File: src/inc/pwr_mode_pkg.sv
// Power-down mode control package: register map, field positions, reset values, modes.
// Assumes a 32-bit Avalon-MM register bus with word addressing in bytes.
package pwr_mode_pkg;

  // Register byte offsets
  localparam logic [3:0] module_stop_off = 4'h0;
  localparam logic [3:0] standby_ctrl_off = 4'h4;
  localparam logic [3:0] low_power_off = 4'h8;
  localparam logic [3:0] status_off = 4'hc;

  // Reset values
  localparam logic [15:0] module_stop_reset = 16'h3fff;
  localparam logic [7:0] standby_ctrl_reset = 8'h00;
  localparam logic [7:0] low_power_reset = 8'h00;

  // Standby control fields
  localparam int sck_lsb = 0;
  localparam int sts_lsb = 4;
  localparam int software_standby_select_bit = 7;
  // Low power control fields
  localparam int low_speed_on_bit = 0;
  localparam int direct_transfer_on_bit = 1;
  localparam int pss_bit = 2;
  // Module stop fields
  localparam int conv_stop_bit = 9;

  // Settling time base, in phi cycles, shifted left by the standby timer select code
  localparam logic [7:0] settle_unit = 8'h10;

  // Wake sources: second watchdog, NMI, five external lines
  localparam int wake_n = 7;

  typedef enum logic [2:0] {
    mode_active,
    mode_sleep,
    mode_sw_standby,
    mode_watch,
    mode_settle,
    mode_subactive
  } pwr_mode_t;

endpackage

File: src/design/power_down_mode_control.sv
// Power-down mode control: module stop bits, medium-speed clock division,
// sleep, software standby and watch modes with their exits.
// Assumes the CPU pulses sleep_exec at an instruction and bus_cycle_end at each
// bus cycle boundary; the watchdog reset arrives as a synchronous pulse.
//
// Local design decisions: the Avalon-MM slave port and the address map.
`timescale 1ns/100ps
`default_nettype none

module power_down_mode_control
  import pwr_mode_pkg::*;
#(
  parameter int stop_bits = 16
) (
  // Clock and reset
  input wire logic core_clk,
  input wire logic nrst,
  // Pins and reset sources
  input wire logic hardware_standby_pin_n,
  input wire logic watchdog_reset,
  // Avalon-MM slave
  input wire logic [3:0] address,
  input wire logic read,
  input wire logic write,
  input wire logic [31:0] writedata,
  input wire logic [3:0] byteenable,
  output logic [31:0] readdata,
  output logic waitrequest,
  // CPU side
  input wire logic sleep_exec,
  input wire logic bus_cycle_end,
  output logic cpu_clk_en,
  output logic dtc_clk_en,
  output logic periph_clk_en,
  output logic watchdog2_clk_en,
  output logic port_hold,
  output logic interrupt_start,
  // Wake sources: 0 watchdog, 1 nmi, 2..6 external lines 0,1,2,6,7
  input wire logic [wake_n-1:0] wake_req,
  input wire logic [wake_n-1:0] wake_enable,
  input wire logic cpu_mask,
  // Module stop outputs, plus converter stop and per-module access gate
  output logic [stop_bits-1:0] module_stop,
  output logic converter_stop,
  input wire logic [stop_bits-1:0] module_access,
  output logic [stop_bits-1:0] module_access_ok
);

  ////////////////////////////////////////////////////////////////////////////
  logic [15:0] module_stop_control_reg;
  logic [7:0] standby_control_register_reg;
  logic [7:0] low_power_control_register_reg;
  logic [2:0] active_div_reg;
  logic [4:0] div_cnt_reg;
  logic [11:0] settle_cnt_reg;
  logic converter_stop_reg;
  logic rd_ack_reg;
  pwr_mode_t mode_reg;
  logic hw_standby;
  logic sync_reset;
  logic wr_ok;
  logic [2:0] system_clock_select;
  logic [2:0] standby_timer_select;
  logic software_standby_select;
  logic low_speed_on;
  logic direct_transfer_on;
  logic watchdog_prescaler_select;
  logic [wake_n-1:0] wake_gated;
  logic watch_wake;
  logic ext_wake;
  logic div_tick;
  logic [4:0] div_mask;
  logic [11:0] settle_target;

  assign hw_standby = !hardware_standby_pin_n;
  assign sync_reset = hw_standby || watchdog_reset;
  assign system_clock_select = standby_control_register_reg[sck_lsb +: 3];
  assign standby_timer_select = standby_control_register_reg[sts_lsb +: 3];
  assign software_standby_select = standby_control_register_reg[software_standby_select_bit];
  assign low_speed_on = low_power_control_register_reg[low_speed_on_bit];
  assign direct_transfer_on = low_power_control_register_reg[direct_transfer_on_bit];
  assign watchdog_prescaler_select = low_power_control_register_reg[pss_bit];
  // Disabled sources never wake; masked ones wake only from sleep; NMI ignores the CPU mask
  assign wake_gated = wake_req & wake_enable & {{(wake_n-2){!cpu_mask}}, 1'b1, !cpu_mask};
  assign watch_wake = |wake_gated;
  assign ext_wake = |wake_gated[wake_n-1:1];

  ////////////////////////////////////////////////////////////////////////////
  // Register bus: zero wait on writes, one wait state on reads
  assign waitrequest = read && !rd_ack_reg;
  assign wr_ok = write && !hw_standby;

  always_ff @(posedge core_clk or negedge nrst) begin
    if (!nrst) begin
      rd_ack_reg <= 1'b0;
    end else begin
      rd_ack_reg <= read && !rd_ack_reg;
    end
  end

  // Read data registered; unmapped offsets read as zero
  always_ff @(posedge core_clk or negedge nrst) begin
    if (!nrst) begin
      readdata <= 32'h0000_0000;
    end else if (read && !rd_ack_reg) begin
      unique case (address)
        module_stop_off: readdata <= {16'h0000, module_stop_control_reg};
        standby_ctrl_off: readdata <= {24'h000000, standby_control_register_reg};
        low_power_off: readdata <= {24'h000000, low_power_control_register_reg};
        status_off: readdata <= {29'h0000000, mode_reg};
        default: readdata <= 32'h0000_0000;
      endcase
    end
  end

  // Module stop register: hardware standby reloads, software standby keeps
  always_ff @(posedge core_clk or negedge nrst) begin
    if (!nrst) begin
      module_stop_control_reg <= module_stop_reset;
    end else if (hw_standby) begin
      module_stop_control_reg <= module_stop_reset;
    end else if (wr_ok && address == module_stop_off) begin
      if (byteenable[0]) module_stop_control_reg[7:0] <= writedata[7:0];
      if (byteenable[1]) module_stop_control_reg[15:8] <= writedata[15:8];
    end
  end

  // Standby and low-power control; watchdog reset clears speed selection too
  always_ff @(posedge core_clk or negedge nrst) begin
    if (!nrst) begin
      standby_control_register_reg <= standby_ctrl_reset;
      low_power_control_register_reg <= low_power_reset;
    end else if (sync_reset) begin
      standby_control_register_reg <= standby_ctrl_reset;
      low_power_control_register_reg <= low_power_reset;
    end else if (wr_ok && byteenable[0]) begin
      if (address == standby_ctrl_off) standby_control_register_reg <= writedata[7:0];
      if (address == low_power_off) low_power_control_register_reg <= writedata[7:0];
    end
  end

  ////////////////////////////////////////////////////////////////////////////
  // Per-module stop and access gating
  genvar gi;
  generate
    for (gi = 0; gi < stop_bits; gi++) begin : g_stop
      assign module_stop[gi] = (gi == conv_stop_bit) ? converter_stop_reg
                             : module_stop_control_reg[gi];
      assign module_access_ok[gi] = module_access[gi] && !module_stop[gi];
    end
  endgenerate
  assign converter_stop = converter_stop_reg;

  // Converter stops once the running bus cycle is over; hardware standby stops it at once
  always_ff @(posedge core_clk or negedge nrst) begin
    if (!nrst) begin
      converter_stop_reg <= 1'b1;
    end else if (hw_standby) begin
      converter_stop_reg <= 1'b1;
    end else if (bus_cycle_end) begin
      converter_stop_reg <= module_stop_control_reg[conv_stop_bit];
    end
  end

  ////////////////////////////////////////////////////////////////////////////
  // Division ratio follows the select field only at bus cycle boundaries; a synchronous reset clears it at once
  always_ff @(posedge core_clk or negedge nrst) begin
    if (!nrst) begin
      active_div_reg <= 3'h0;
    end else if (sync_reset) begin
      active_div_reg <= 3'h0;
    end else if (bus_cycle_end && div_tick) begin
      active_div_reg <= (system_clock_select > 3'h5) ? 3'h5 : system_clock_select;
    end
  end

  // Free counter; a tick every 2^n phi cycles so no period is cut short
  assign div_mask = 5'((6'h01 << active_div_reg) - 6'h01);
  assign div_tick = (div_cnt_reg & div_mask) == div_mask;

  always_ff @(posedge core_clk or negedge nrst) begin
    if (!nrst) begin
      div_cnt_reg <= 5'h00;
    end else if (div_tick) begin
      div_cnt_reg <= 5'h00;
    end else begin
      div_cnt_reg <= div_cnt_reg + 5'h01;
    end
  end

  ////////////////////////////////////////////////////////////////////////////
  // Power mode sequencer
  // Wide enough for the longest code: 16 shifted by 7 needs twelve bits
  assign settle_target = {4'h0, settle_unit} << standby_timer_select;

  always_ff @(posedge core_clk or negedge nrst) begin
    if (!nrst) begin
      mode_reg <= mode_active;
      settle_cnt_reg <= 12'h000;
    end else if (sync_reset) begin
      mode_reg <= mode_active;
      settle_cnt_reg <= 12'h000;
    end else begin
      unique case (mode_reg)
        mode_active, mode_subactive: begin
          if (sleep_exec) begin
            if (software_standby_select && !direct_transfer_on && watchdog_prescaler_select)
              mode_reg <= mode_watch;
            else if (software_standby_select && !low_speed_on && !watchdog_prescaler_select)
              mode_reg <= mode_sw_standby;
            else if (!software_standby_select && !low_speed_on)
              mode_reg <= mode_sleep;
          end
        end
        mode_sleep: if (|(wake_req & wake_enable)) mode_reg <= mode_active;
        // Count restarts at zero, else a stale count from a watch exit cuts settling short
        mode_sw_standby: begin
          if (ext_wake) begin
            settle_cnt_reg <= 12'h000;
            mode_reg <= mode_settle;
          end
        end
        mode_watch: begin
          if (watch_wake) begin
            settle_cnt_reg <= 12'h000;
            mode_reg <= low_speed_on ? mode_subactive : mode_settle;
          end
        end
        mode_settle: begin
          settle_cnt_reg <= settle_cnt_reg + 12'h001;
          if (settle_cnt_reg + 12'h001 >= settle_target) mode_reg <= mode_active;
        end
        default: mode_reg <= mode_active;
      endcase
    end
  end

  // One-cycle pulse when clocks return after settling
  always_ff @(posedge core_clk or negedge nrst) begin
    if (!nrst) begin
      interrupt_start <= 1'b0;
    end else begin
      interrupt_start <= !sync_reset && mode_reg == mode_settle
                         && settle_cnt_reg + 12'h001 >= settle_target;
    end
  end

  ////////////////////////////////////////////////////////////////////////////
  // Clock enables: bus masters divided, others full rate
  logic running;
  logic stopped_all;
  assign running = (mode_reg == mode_active || mode_reg == mode_subactive) && !hw_standby;
  assign stopped_all = mode_reg == mode_watch || mode_reg == mode_sw_standby
                       || mode_reg == mode_settle || hw_standby;
  assign cpu_clk_en = running && div_tick;
  assign dtc_clk_en = (running || mode_reg == mode_sleep) && div_tick;
  assign periph_clk_en = !stopped_all;
  assign watchdog2_clk_en = !hw_standby;
  assign port_hold = mode_reg == mode_watch || mode_reg == mode_sw_standby;
endmodule
`default_nettype wire

File: config.mk
export PLATFORM = sky130hd
export DESIGN_NAME = power_down_mode_control
export DESIGN_NICKNAME = d
export VERILOG_FILES = /design/src/inc/pwr_mode_pkg.sv /design/src/design/power_down_mode_control.sv
export SDC_FILE = /design/constraint.sdc
export NUM_CORES = 1
export LEC_CHECK = 0
export BUFFER_PORTS_ARGS = -buffer_cell sky130_fd_sc_hd__buf_2
export CAP_MARGIN = 15
export CORE_MARGIN = 2
export CORE_UTILIZATION = 30
export DETAILED_ROUTE_END_ITERATION = 12
export PLACE_DENSITY = 0.59
export SETUP_SLACK_MARGIN = 0.05
export SYNTH_ARGS = -nofsm -noshare
export SYNTH_HDL_FRONTEND = slang
export SYNTH_SLANG_ARGS = --single-unit
File: constraint.sdc
create_clock -name core_clk -period 2.9 [get_ports core_clk]
set_clock_uncertainty 0.05 [all_clocks]
set_input_delay 0.58 -clock core_clk [delete_from_list [all_inputs] [get_ports core_clk]]
set_output_delay 0.58 -clock core_clk [all_outputs]
set_load 0.005 [all_outputs]
### Yosys cells after proc, flatten, opt, wreduce, memory -nomap -nowiden

Index checks and enable logic that the tools add are counted.

| storage, ports and cells | value |
|---|---|
| register bits | 90 |
| input bits | 79 |
| output and inout bits | 72 |
| logic and storage cells | 152 |

| operators by class | value |
|---|---|
| $add $sub $neg | 3 |
| magnitude comparators | 2 |
| equality and inequality tests | 19 |
| shift operators | 2 |
| muxes and demuxes | 32 |
| bitwise gates (word level) | 3 |
| reductions and logical operators | 79 |

Operator list:

| cell | number |
|---|---|
| $mux 8 | 8 |
| $pmux 16 s4 | 1 |
| $mux 12 | 3 |
| $mux 3 | 12 |
| $pmux 12 s3 | 1 |
| $mux 16 | 2 |
| $logic_and 1x1->1 | 31 |
| $logic_not 1->1 | 25 |
| $ne 3x3->1 const B | 5 |
| $pmux 3 s5 | 1 |
| $and 7x7->7 | 2 |
| $reduce_or 7->1 | 2 |
| $add 12x1->12 const B | 1 |
| $ge 12x12->1 | 1 |
| $shl 5x3->12 const A | 1 |
| $eq 4x4->1 const B | 2 |
| $ne 2x1->1 const B | 4 |
| $reduce_and 2->1 | 4 |
| $reduce_bool 2->1 | 4 |
| $eq 3x2->1 const B | 2 |
| $eq 3x3->1 const B | 2 |
| $logic_or 1x1->1 | 6 |
| $reduce_and 6->1 | 1 |
| $reduce_or 6->1 | 1 |
| 16 further kinds | 18 |

### Logic depth before layout (Yosys ltp)

Gate-level depths: netlist (run 1).

| depth | value |
|---|---|
| depth in word-level cells | 8 |
| depth in mapped cells | 10 |

### Least setup slack after synthesis (run 1)

OpenSTA, ideal clock, no wires.

| timing path | value |
|---|---|
| path kind | flip-flop to flip-flop |
| from | reg settle_cnt_reg[2] |
| to | reg mode_reg[2] |
| setup time | 0.079 ns |
| arrival | 2.225 ns |
| required time | 2.771 ns |
| path slack | 0.545 ns |
| stages on the path, launching flop included | 11 |
| clock period less this slack | 2.355 ns |
| cell sequence | dfrtp_1 > and4_4 > and4_4 > nand3_4 > xnor2_2 > ha_1 > nand2_1 > nor4_1 > a21oi_1 > a211oi_2 > mux2i_1 |

| on the way | value |
|---|---|
| longest elaborated chain between the ends | 4 |

RTL lines:

| item | RTL line | text |
|---|---|---|
| start: declaration | power_down_mode_control.sv:55 | `logic [11:0] settle_cnt_reg;` |
| start signal: assignment | power_down_mode_control.sv:230 | `settle_cnt_reg <= settle_cnt_reg + 12'h001;` |
| $add 12x1->12 | power_down_mode_control.sv:231 | `if (settle_cnt_reg + 12'h001 >= settle_target) mode_reg <= mode_active;` |
| $ge 12x12->1 | power_down_mode_control.sv:231 |  |
| $ne 3x3->1 (no source line) | - |  |
| $reduce_and 6->1 (no source line) | - |  |
| end signal: assignment | power_down_mode_control.sv:226 | `mode_reg <= low_speed_on ? mode_subactive : mode_settle;` |
| end signal: assignment | power_down_mode_control.sv:231 |  |
| end signal: assignment | power_down_mode_control.sv:233 | `default: mode_reg <= mode_active;` |
| end: declaration | power_down_mode_control.sv:58 | `pwr_mode_t mode_reg;` |

Every way passes these cells.
A chain may end at the register's enable or synchronous reset.

### Worst setup path after layout (run 1)

Same ends and word-level chain as after synthesis.

==> results of run 1 <==
## critical path, cell delays in order, from the launching register on
cell      delay [ps]
dfrtp_1          420
and4_4           280
and4_4           270
nand3_4           90
xnor2_2          150
ha_1             300
nand2_1           70
nor4_1           260
a21oi_1          150
a211oi_2         260
mux2i_1          210
## cell families (layout without fill, tap and decap cells)
group,count (synthesis),in the layout,share of synthesized area (%)
AO/OA/AOI/OAI,81,81,13.51
XOR/XNOR,12,12,2.813
adder cells (fa/ha/maj),11,11,3.164
buffers and inverters,63,147,9.288
flip-flops,74,74,43.80
multiplexers,26,26,6.973
other,1,16,0.08781
AND/OR/NAND/NOR,160,160,20.36
## stage by stage
step | total power, mW | util [%] | area (um2) | hold slack (ps)
floorplan | 1.196 | - | 4327 | 234.4
global placement | 1.286 | 34.73 | 4821 | 429.9
detailed placement | 1.288 | 34.73 | 4821 | 435.0
CTS | 2.329 | 36.70 | 5095 | 386.6
global route | 2.402 | 36.70 | 5095 | 419.2
finish | 2.302 | 36.70 | 5095 | 341.2
## layout make-up
type	count	area, um2
multi-input cells	306	2059
fillers	1424	8786
well taps	180	225.2
clock inverters	4	27.53
repair buffers	123	635.6
clock buffers	12	246.5
inverters	8	30.03
flip-flops and latches	74	1871
## routing by layer
metal,wire length [um],part of all wire [%],vias up,global-route usage (%)
li1,-,-,1646,-
met3,632,6.0,11,2.537
met2,4910,47,117,22.36
met5,0,0,-,0
met1,4803,46,1630,19.12
met4,152,1.4,0,5.469
## cells in the mapped netlist, types with 3 or more instances
master    number  area [um2]
buf_2          8       40.04
mux4_2         3       67.56
clkbuf_1       7       26.28
a22oi_1        3       22.52
xnor2_1        8       70.07
nor3_1         4       20.02
buf_4         38       285.3
ha_1          10       125.1
dfstp_2       15       394.1
o21ai_1        6       30.03
a21oi_1       17       85.08
mux2i_1       23       230.2
nand2b_1       5       31.28
nand4_1        3       18.77
nand2_1       43       161.4
a22o_1        21       183.9
and3_1         3       18.77
and2_1         6       37.54
dfrtp_1       59        1476
nor2b_1       19       118.9
nand3b_1       4       30.03
nand3_1       32       160.2
o22ai_2        3       37.54
o21ai_0       14       70.07
nor2_1        24       90.09
inv_1          8       30.03
o31ai_1        4       30.03
## worst min-delay path by stage
stage / start / to / slack (ps) / depth (start not counted)
detailed placement: div_cnt_reg[0] / div_cnt_reg[0] / 430 / 1
floorplan: nrst / active_div_reg[0] / 230 / 0
global route: nrst / settle_cnt_reg[1] / 420 / 1
global placement: div_cnt_reg[0] / div_cnt_reg[0] / 430 / 1
finish: nrst / settle_cnt_reg[1] / 340 / 1
CTS: nrst / settle_cnt_reg[0] / 390 / 1
## cells in the final DEF (no fill, tap or decap), types with 16 or more instances in the layout
master	count
dfrtp_1	59
conb_1	16
a21oi_1	17
nor2b_1	19
buf_2	115
mux2i_1	23
nand3_1	32
nor2_1	24
a22o_1	21
nand2_1	43
## power by group
group | total, mW | switching (mW) | internal, mW
Combinational | 0.203 | 0.116 | 0.0867
Clock | 1.04 | 0.433 | 0.603
Sequential | 1.06 | 0.0125 | 1.05
Total | 2.30 | 0.562 | 1.74
==> flow_results.org, run 1 <==
** Clock network
- In this run the clock root is driven by a clkbuf_16.
- Count of hold-fix buffers inserted at cts :: 0
- In this run, CTS created clock tree buffers numbering 9.
- Once the clock tree was built, the setup fixing pass inserted 0 buffers.
- Maximum root-to-sink buffer count :: 2
- Clock sink count :: 74
- Latest clock arrival within the worst-skew pair :: 330 ps
- H-tree levels :: 3
- Clock-pin slew was measured on the worst setup and hold paths at 60 ps.
- Post-CTS repair changed the size of 0 cells.
- TritonCTS built the clock tree.

** Setup path
- Worst reg-to-reg path cell count :: 10
- The worst register-to-register path has a setup slack of 300 ps.
- In this run the critical register-to-register path is captured at mode_reg[2].
- Arrival time of the worst setup path :: 2800 ps
- Capturing instance or port of the critical path :: mode_reg[2]
- Critical Path Fanout Max :: 6
- Critical path startpoint :: settle_cnt_reg[2]
- The worst setup path is captured at a register.
- Kind of start point of the critical path :: register
- In this run the critical register-to-register path is launched from settle_cnt_reg[2].
- The worst setup path is of the register to register kind.
- CP Data Required Time :: 3100 ps

** Synth
- In this run the cell area of the synthesized design comes to 4270 um2.
- Counting flops with a built-in enable in the synthesized netlist gives 0.
- In the synthesized netlist the dominant register cell turns out to be dfrtp_1.
- During synthesis, Yosys emitted a total of 0 warnings.
- Counting flops with an async set or reset pin after synthesis yields a share of 100.0%.
- Sequential elements use 43.80% of the synthesized area.
- Average footprint of a synthesized cell :: 9.977 um2
- Number of synthesized register bits :: 74
- Post-synthesis instance total :: 428
- Distinct cells, synth :: 59

** STA
- Maximum frequency from static timing analysis :: 384.8 MHz
- Number of setup violations in the final report :: 0
- For the finished layout, the period the worst path requires is 2599 ps.
- Slew Limit Fails :: 0
- The number of hold violations in the final report is 0.
- Worst rel slew slack :: 38.16%
- Of the available clock period, the critical path in the final layout requires 89.61%.
- Adding up every negative setup slack in the final design gives 0 ps.
- Setup repair after global routing left no endpoint under its margin.
- Least-Margin Pin Slew :: 927.5 ps
- Crit path setup slack, layout :: 301.4 ps

** Finish
- Area added between synthesis and finish :: 19.31%
- The number of antenna diodes in the final layout is 0.
- Share of post-route cells with drive strength above 1 :: 33.59%
- Once layout is complete, the cells apart from fillers number 707.
- Final net count :: 611

** Power
- The worst-case IR drop observed on VDD is 0.2512 mV.
- For this design the static power due to leakage is 2.528 nW.
- In this run the power density over the cells is 451.8 nW/um2.

** Floorplanning
- Die W :: 123.3 um
- 151 I/O pins were placed.
- The floorplan has 43 rows.
- Die height :: 123.3 um
- The die covers 15,210 um2.
- Core Box Area :: 13,880 um2
- The initial utilization of the core area, before any placement, comes to 30.76%.

** Place
- Before CTS, the worst setup slack after placement is 355.7 ps.
- Post-detail-place hpwl :: 7.764 mm
- Buffers added on ports :: 116
- Including well taps, the total number of placed cells is 691.
- Final weighted congestion of routability-driven global placement :: 0.8176

** Detailed routing
- WL/cell :: 14.85 um
- 1st-iter DRT viols :: 148
- Across all layers, the routed design uses 3,404 vias.
- Average vias per placed instance :: 4.815
- DRT Pass-1 Iters :: 4
- DRC violation count after routing :: 0
- The final layout contains routed wiring with a total length of 10.50 mm.
- The count of nets left with antenna violations once routing finished came out at 0.

** Global route
- In the global route stage, overall resource usage came out at 14.10%.
- Maximum number of pins on one net before global-route repair :: 75
- Antenna violations before repair :: 0
- Via count of the first global-routing pass :: 3,201
- The first global-routing pass estimated 16.60 mm of wire.
- Grt ovf :: 0

** Job
- The tool flagged a number of max-cap violations equal to 0.

** Run status
- The run finished with clean final reports.

** Min path
- Class of the tightest hold or removal check :: input pin to async pin
(Power assumes the default switching activity.)
==> run 2, diff against run 1 <==
--- a/config.mk
+++ b/config.mk
@@ -5,12 +5,13 @@
 export SDC_FILE = /design/constraint.sdc
 export NUM_CORES = 1
 export LEC_CHECK = 0
-export BUFFER_PORTS_ARGS = -buffer_cell sky130_fd_sc_hd__buf_2
 export CAP_MARGIN = 15
-export CORE_MARGIN = 2
+export CORE_MARGIN = 4
 export CORE_UTILIZATION = 30
+export CTS_BUF_LIST = sky130_fd_sc_hd__clkbuf_2
 export DETAILED_ROUTE_END_ITERATION = 12
-export PLACE_DENSITY = 0.59
+export DONT_BUFFER_PORTS = 1
+export PLACE_DENSITY = 0.5
 export SETUP_SLACK_MARGIN = 0.05
 export SYNTH_ARGS = -nofsm -noshare
 export SYNTH_HDL_FRONTEND = slang
==> flow_results.org, run 2 (synthesis gave the netlist of run 1 again) <==
** Run status
- The run finished with clean final reports.

** Detailed routing
- In the final routed layout, each cell accounts on average for 17.58 um.
- After detailed routing, the number of remaining DRC violations is 0.
- Once detail routing completed, the nets flagged for antenna violations numbered 0.
- In the routed layout, each cell is associated on average with a via count of 5.046.
- Wires add up to 10.43 mm.
- DRT Pass-1 Iters :: 4
- 1st-iter DRT viols :: 169
- Summing over every cut layer, the via total after detailed routing is 2,992.

** Global route
- The layer flagged by global routing as most heavily used is met2.
- Via count of the first global-routing pass :: 3,001
- Grt ovf :: 0
- Antenna violations before repair :: 0
- Global routing used 20.16% of the available met2 tracks.
- Global routing used 12.66% of the available tracks.
- Maximum number of pins on one net before global-route repair :: 75
- Met1 track demand over resource :: 16.23%
- Global routing used 4.348% of the available met3 tracks.
- First-pass GRT wire length :: 16.37 mm

** Place
- After legalization and detailed placement, the total HPWL measured 7.487 mm.
- Buffers added on ports :: 0
- Post-Place Cell Area :: 4230 um2
- Final weighted congestion of routability-driven global placement :: 0.8064

** Finish
- Final net count :: 497
- After routing the design area is 4409 um2.
- Diodes inserted :: 0
- Most frequent standard cell in the layout excluding fill and tap cells :: dfrtp_1
- Leaving out fill and tap cells, the most frequent cells in the layout are dfrtp_1 (59), nand2_1 (43), nand3_1 (32).
- Share of post-route cells with drive strength above 1 :: 15.25%
- Relative to the synthesized area, the layout overhead comes to 3.252%.

** STA
- Setup repair after global routing missed its margin :: no
- The number of hold violations in the final report came to 0.
- For this run, the top clock speed supported by timing is 381.4 MHz.
- Period Utilization, post-route :: 90.40%
- The smallest clock period supported by the final layout is computed as 2622 ps.
- In the final timing run, aggregate negative setup slack is 0 ps.
- Setup violations remaining at the end of the flow were counted as 0.
- For the pin with the worst max-slew slack, the measured transition is 703.2 ps.
- Worst rel slew slack :: 52.97%
- Slew Limit Fails :: 0

** Clock network
- Number of resized instances in the post-cts repair step :: 0
- Number of buffers created by CTS :: 9
- Clock transition at the registers of the reported paths :: 240 ps
- CTS placed an instance of clkbuf_2 at the clock tree root.
- TritonCTS built the clock tree.
- In this run the number of H-tree levels came out at 3.
- Count of hold-fix buffers inserted at cts :: 3
- Clock latency on the worst-skew pair, taken at its later pin, is 550 ps.
- Maximum root-to-sink buffer count :: 2
- Counting every sink on the clock net gives 74.
- # Post-CTS Setup Buffers :: 0

** Power
- Leakage Power :: 1.997 nW
- Relative contribution of sequential cells to total power :: 57.6%
- Power spread over the standard cell area amounts to 421.0 nW/um2.
- Reported net switching power :: 0.5357 mW
- The internal power of the cells totals 1.321 mW.
- The clock network burns 35.1% of the power.
- Of the total power, the share spent switching nets is 28.86%.
- Combinational share of power :: 7.3%
- Power Total :: 1.856 mW
- IR analysis of the VDD net gives a maximum drop of 0.1499 mV.

** Floorplanning
- Floorplan die area :: 16,210 um2
- Die W :: 127.3 um
- After floorplanning, the core was sized to cover 13,930 um2.
- Row generation in the floorplan step produced 43 rows.
- The initial utilization of the core area, before any placement, comes to 30.65%.
- Pin placement for this block handled 151 I/O pins.
- Die height :: 127.3 um

** Setup path
- Walking the worst path, the cells encountered are and4_4, and4_4, nand3_4, xnor2_2, ha_1, nand2_1, nor4_1, a21oi_1, a211oi_2, mux2i_1.
- CP endpoint kind :: register
- STA classifies the critical path startpoint as a register.
- Most Frequent Cell on Critical Path :: and4_4
- Type of the worst setup path :: register to register
- Critical Path Fanout Max :: 5
- CP Data Required Time :: 3340 ps
- For this run, the slowest stage of the critical path takes 460 ps.
- Grouping stages by cell kind, the critical path spends the most delay in simple AND/OR/NAND/NOR gates.
- For the worst setup path, the data arrival time is 3060 ps.
- Worst path buffer plus inverter count :: 0
- Critical path's slowest cell :: dfrtp_1

** Min path
- Class of the tightest hold or removal check :: input pin to register

** Job
- The tool flagged a number of max-cap violations equal to 0.
## run 2: layer usage
metal | part of all wire (%) | vias up
li1 | - | 1425
met1 | 43 | 1478
met2 | 48 | 77
met3 | 7.0 | 12
met4 | 1.6 | 0
met5 | 0 | -
## run 2: area by class of cell
type | count | area, um2
Inverter | 8 | 30.03
Sequential cell | 74 | 1871
Clock inverter | 7 | 86.33
Fill cell | 1457 | 9525
Clock buffer | 9 | 45.04
Tap cell | 180 | 225.2
Timing Repair Buffer | 9 | 92.59
Multi-Input combinational cell | 306 | 2059
## run 2: metrics by stage
| step | instances | hold slack (ps) | setup slack (ps) | utilization [%] |
|---|---|---|---|---|
| finish | 593 | 67.10 | 278.3 | 31.64 |
| global route | 593 | 15.97 | 68.69 | 31.64 |
| detailed placement | 574 | 240.3 | 346.0 | 30.36 |
| floorplan | 443 | 234.4 | 545.3 | - |
| CTS | 593 | 29.38 | 250.5 | 31.64 |
| global placement | 574 | 240.4 | 391.9 | 30.36 |
## run 2: worst paths after layout
path | from | end | slack, ps | cells after the start
setup / recovery | settle_cnt_reg[3] | mode_reg[2] | 280 | 10
hold / removal | bus_cycle_end | active_div_reg[0] | 70 | 1
setup reg to reg | settle_cnt_reg[3] | mode_reg[2] | 280 | 10
hold reg to reg | div_cnt_reg[0] | div_cnt_reg[0] | 470 | 1
max in group asynchronous | nrst | module_stop_control_reg[4] | 1920 | 2
min in group asynchronous | nrst | div_cnt_reg[4] | 500 | 2
## run 2: power groups by stage
stage               combinational, mW  sequential [mW]  clock (mW)
floorplan                       0.119             1.08           0
global placement                0.106             1.09           0
detailed placement              0.107             1.09           0
CTS                             0.140             1.07       0.673
global route                    0.152             1.07       0.717
finish                          0.136             1.07       0.651
==> run 3, diff against run 2 <==
--- a/config.mk
+++ b/config.mk
@@ -6,12 +6,14 @@
 export NUM_CORES = 1
 export LEC_CHECK = 0
 export CAP_MARGIN = 15
+export CELL_PAD_IN_SITES_DETAIL_PLACEMENT = 0
+export CELL_PAD_IN_SITES_GLOBAL_PLACEMENT = 1
 export CORE_MARGIN = 4
 export CORE_UTILIZATION = 30
 export CTS_BUF_LIST = sky130_fd_sc_hd__clkbuf_2
 export DETAILED_ROUTE_END_ITERATION = 12
 export DONT_BUFFER_PORTS = 1
-export PLACE_DENSITY = 0.5
+export PLACE_DENSITY = 0.6
 export SETUP_SLACK_MARGIN = 0.05
 export SYNTH_ARGS = -nofsm -noshare
 export SYNTH_HDL_FRONTEND = slang
==> flow_results.org, run 3 (synthesis gave the netlist of run 1 again) <==
** Finish
- Most frequent standard cell in the layout excluding fill and tap cells :: dfrtp_1
- The filler cells instantiated in the layout total 1,438.
- Compared with the post-synthesis result, the final layout area differs by 2.373%.
- Commonest cells after routing, fill and taps aside :: dfrtp_1 (59), nand2_1 (43), nand3_1 (32)
- Cells with a size suffix above 1 make up 15.01% of the layout.
- The finished cells cover 4372 um2.
- Combined area of the multi-input logic cells :: 2059 um2
- Register area :: 1871 um2
- Final net count :: 497

** Detailed routing
- DRC violation count after routing :: 0
- Overall routed net length :: 10.53 mm
- 1st-iter DRT viols :: 176
- Number of antenna-violating nets in the routed design :: 0
- Dividing the detail-routed wire length by the instance count gives 17.72 um.
- DRT Pass-1 Iters :: 4
- Average vias per placed instance :: 5.064
- Via Count :: 3,008

** Min path
- Min-Delay Endpoint :: active_div_reg[0]
- Min-Delay Path Depth :: 1
- The worst hold path belongs to the class input pin to register.
- The startpoint identified for the worst hold timing path is bus_cycle_end.

** Global route
- The first global-routing pass estimated 16.22 mm of wire.
- Grt ovf :: 0
- Antenna violations before repair :: 1
- Via count of the first global-routing pass :: 2,874
- In the global route stage, overall resource usage came out at 12.78%.
- Maximum number of pins on one net before global-route repair :: 75

** Setup path
- Type of the worst setup path :: register to register
- Along the worst path, the maximum fanout reaches 6.
- The critical path goes through and4_4, and4_4, nand3_4, xnor2_2, ha_1, nand2_1, nor4_1, a21oi_1, a211oi_2, mux2i_1.
- For this design, the slowest cell found on the critical path is dfrtp_1.
- The worst setup path is captured at a register.
- CP Data Required Time :: 3330 ps
- FF-to-FF Start :: settle_cnt_reg[2]
- Setup slack, reg-to-reg :: 310 ps
- Most Frequent Cell on Critical Path :: and4_4
- STA puts the critical path data arrival time at 3020 ps.
- The number of buffers and inverters on the critical path is 0.
- Worst r2r dst :: mode_reg[2]
- The worst register-to-register path has a depth of 10.
- The worst setup path is launched from a register.
- The largest single stage delay on the critical path is 470 ps.
- Cell family contributing the most delay on the critical path :: simple AND/OR/NAND/NOR gates

** Place
- Post-Place Cell Area :: 4230 um2
- At the placement stage, the worst setup path has a slack of 343.2 ps.
- The congestion estimate from routability-driven global placement came to 0.7515.
- Input and output buffers added on the ports amount to 0.
- Once detailed placement completed, the half-perimeter wirelength came to 7.519 mm.

** Clock network
- The H-tree generated during clock tree synthesis spans 3 levels.
- Clock sink count :: 74
- In this run the clock root is driven by a clkbuf_2.
- Number of buffers created by CTS :: 9
- Count of hold-fix buffers inserted at cts :: 3
- Number of resized instances in the post-cts repair step :: 0
- TritonCTS built the clock tree.
- Latest clock arrival within the worst-skew pair :: 550 ps
- Clock transition at the registers of the reported paths :: 230 ps
- The clock passes through at most 2 buffers.
- # Post-CTS Setup Buffers :: 0

** Floorplanning
- Once the floorplan was initialized, standard cells occupied 30.65% of the core.
- After floorplanning, the core was sized to cover 13,930 um2.
- Die W :: 127.3 um
- The floorplan has 43 rows.
- 151 I/O pins were placed.
- Floorplan die area :: 16,210 um2
- Die height :: 127.3 um

** STA
- Final hold slack :: 45.43 ps
- Slew Limit Fails :: 0
- Setup repair after global routing left no endpoint under its margin.
- Crit path setup slack, layout :: 309.9 ps
- Of the available clock period, the critical path in the final layout requires 89.31%.
- Setup violations remaining at the end of the flow were counted as 0.
- Based on the critical path, the design can be clocked at up to 386.1 MHz.
- Least-Margin Pin Slew :: 758.3 ps
- Total Neg Setup Slack :: 0 ps
- Worst rel slew slack :: 49.28%
- The number of hold violations in the final report is 0.
- Counting I/O delays and the setup requirement, the final critical path takes 2590 ps.

** Power
- Power spread over the standard cell area amounts to 396.1 nW/um2.
- Across the VDD grid, the largest voltage drop is 0.1686 mV.
- Power Total :: 1.732 mW
- The analysis attributes to cell leakage a power of 1.977 nW.

** Job
- # Max-Cap Violations :: 0

** Run status
- The run finished with clean final reports.
[run 3: worst max path at each step]
stage	from	to	slack (ps)	cells past startpoint
after CTS	div_cnt_reg[2]	dtc_clk_en	240	5
after global placement	settle_cnt_reg[2]	mode_reg[2]	370	10
after floorplan	settle_cnt_reg[2]	mode_reg[2]	550	10
after detailed placement	settle_cnt_reg[2]	mode_reg[2]	340	10
after global routing	div_cnt_reg[2]	cpu_clk_en	110	5
final	settle_cnt_reg[2]	mode_reg[2]	310	10
[run 3: final cells by class]
| type | instances | area share [%] |
|---|---|---|
| Antenna cell | 1 | 0.05724 |
| Clock buffer | 10 | 1.145 |
| Clock inverter | 6 | 0.9445 |
| Inverter | 8 | 0.6869 |
| Multi-Input combinational cell | 306 | 47.11 |
| Sequential cell | 74 | 42.79 |
| Tap cell | 180 | 5.152 |
| Timing Repair Buffer | 9 | 2.118 |
[run 3: routing by layer]
layer	GRT usage, %	vias to the layer above	part of all wire, %
met5	0	-	0
met4	3.596	0	0.91
met3	4.013	7	7.7
met2	18.27	104	46
met1	18.54	1469	45
li1	-	1428	-
[run 3: report_power, final]
part           total (mW)  internal, mW  switching, mW  leakage [nW]
combinational       0.138        0.0512         0.0864         0.945
clock               0.527         0.118          0.409        0.0564
sequential           1.07          1.05         0.0158         0.976
total                1.73          1.22          0.511          1.98
[run 3: per-stage QoR]
step                      util, %  instances
after global placement      30.36        574
after detailed placement    30.36        574
final                       31.37        594
after floorplan                 -        443
after CTS                   31.35        593
after global routing        31.37        594
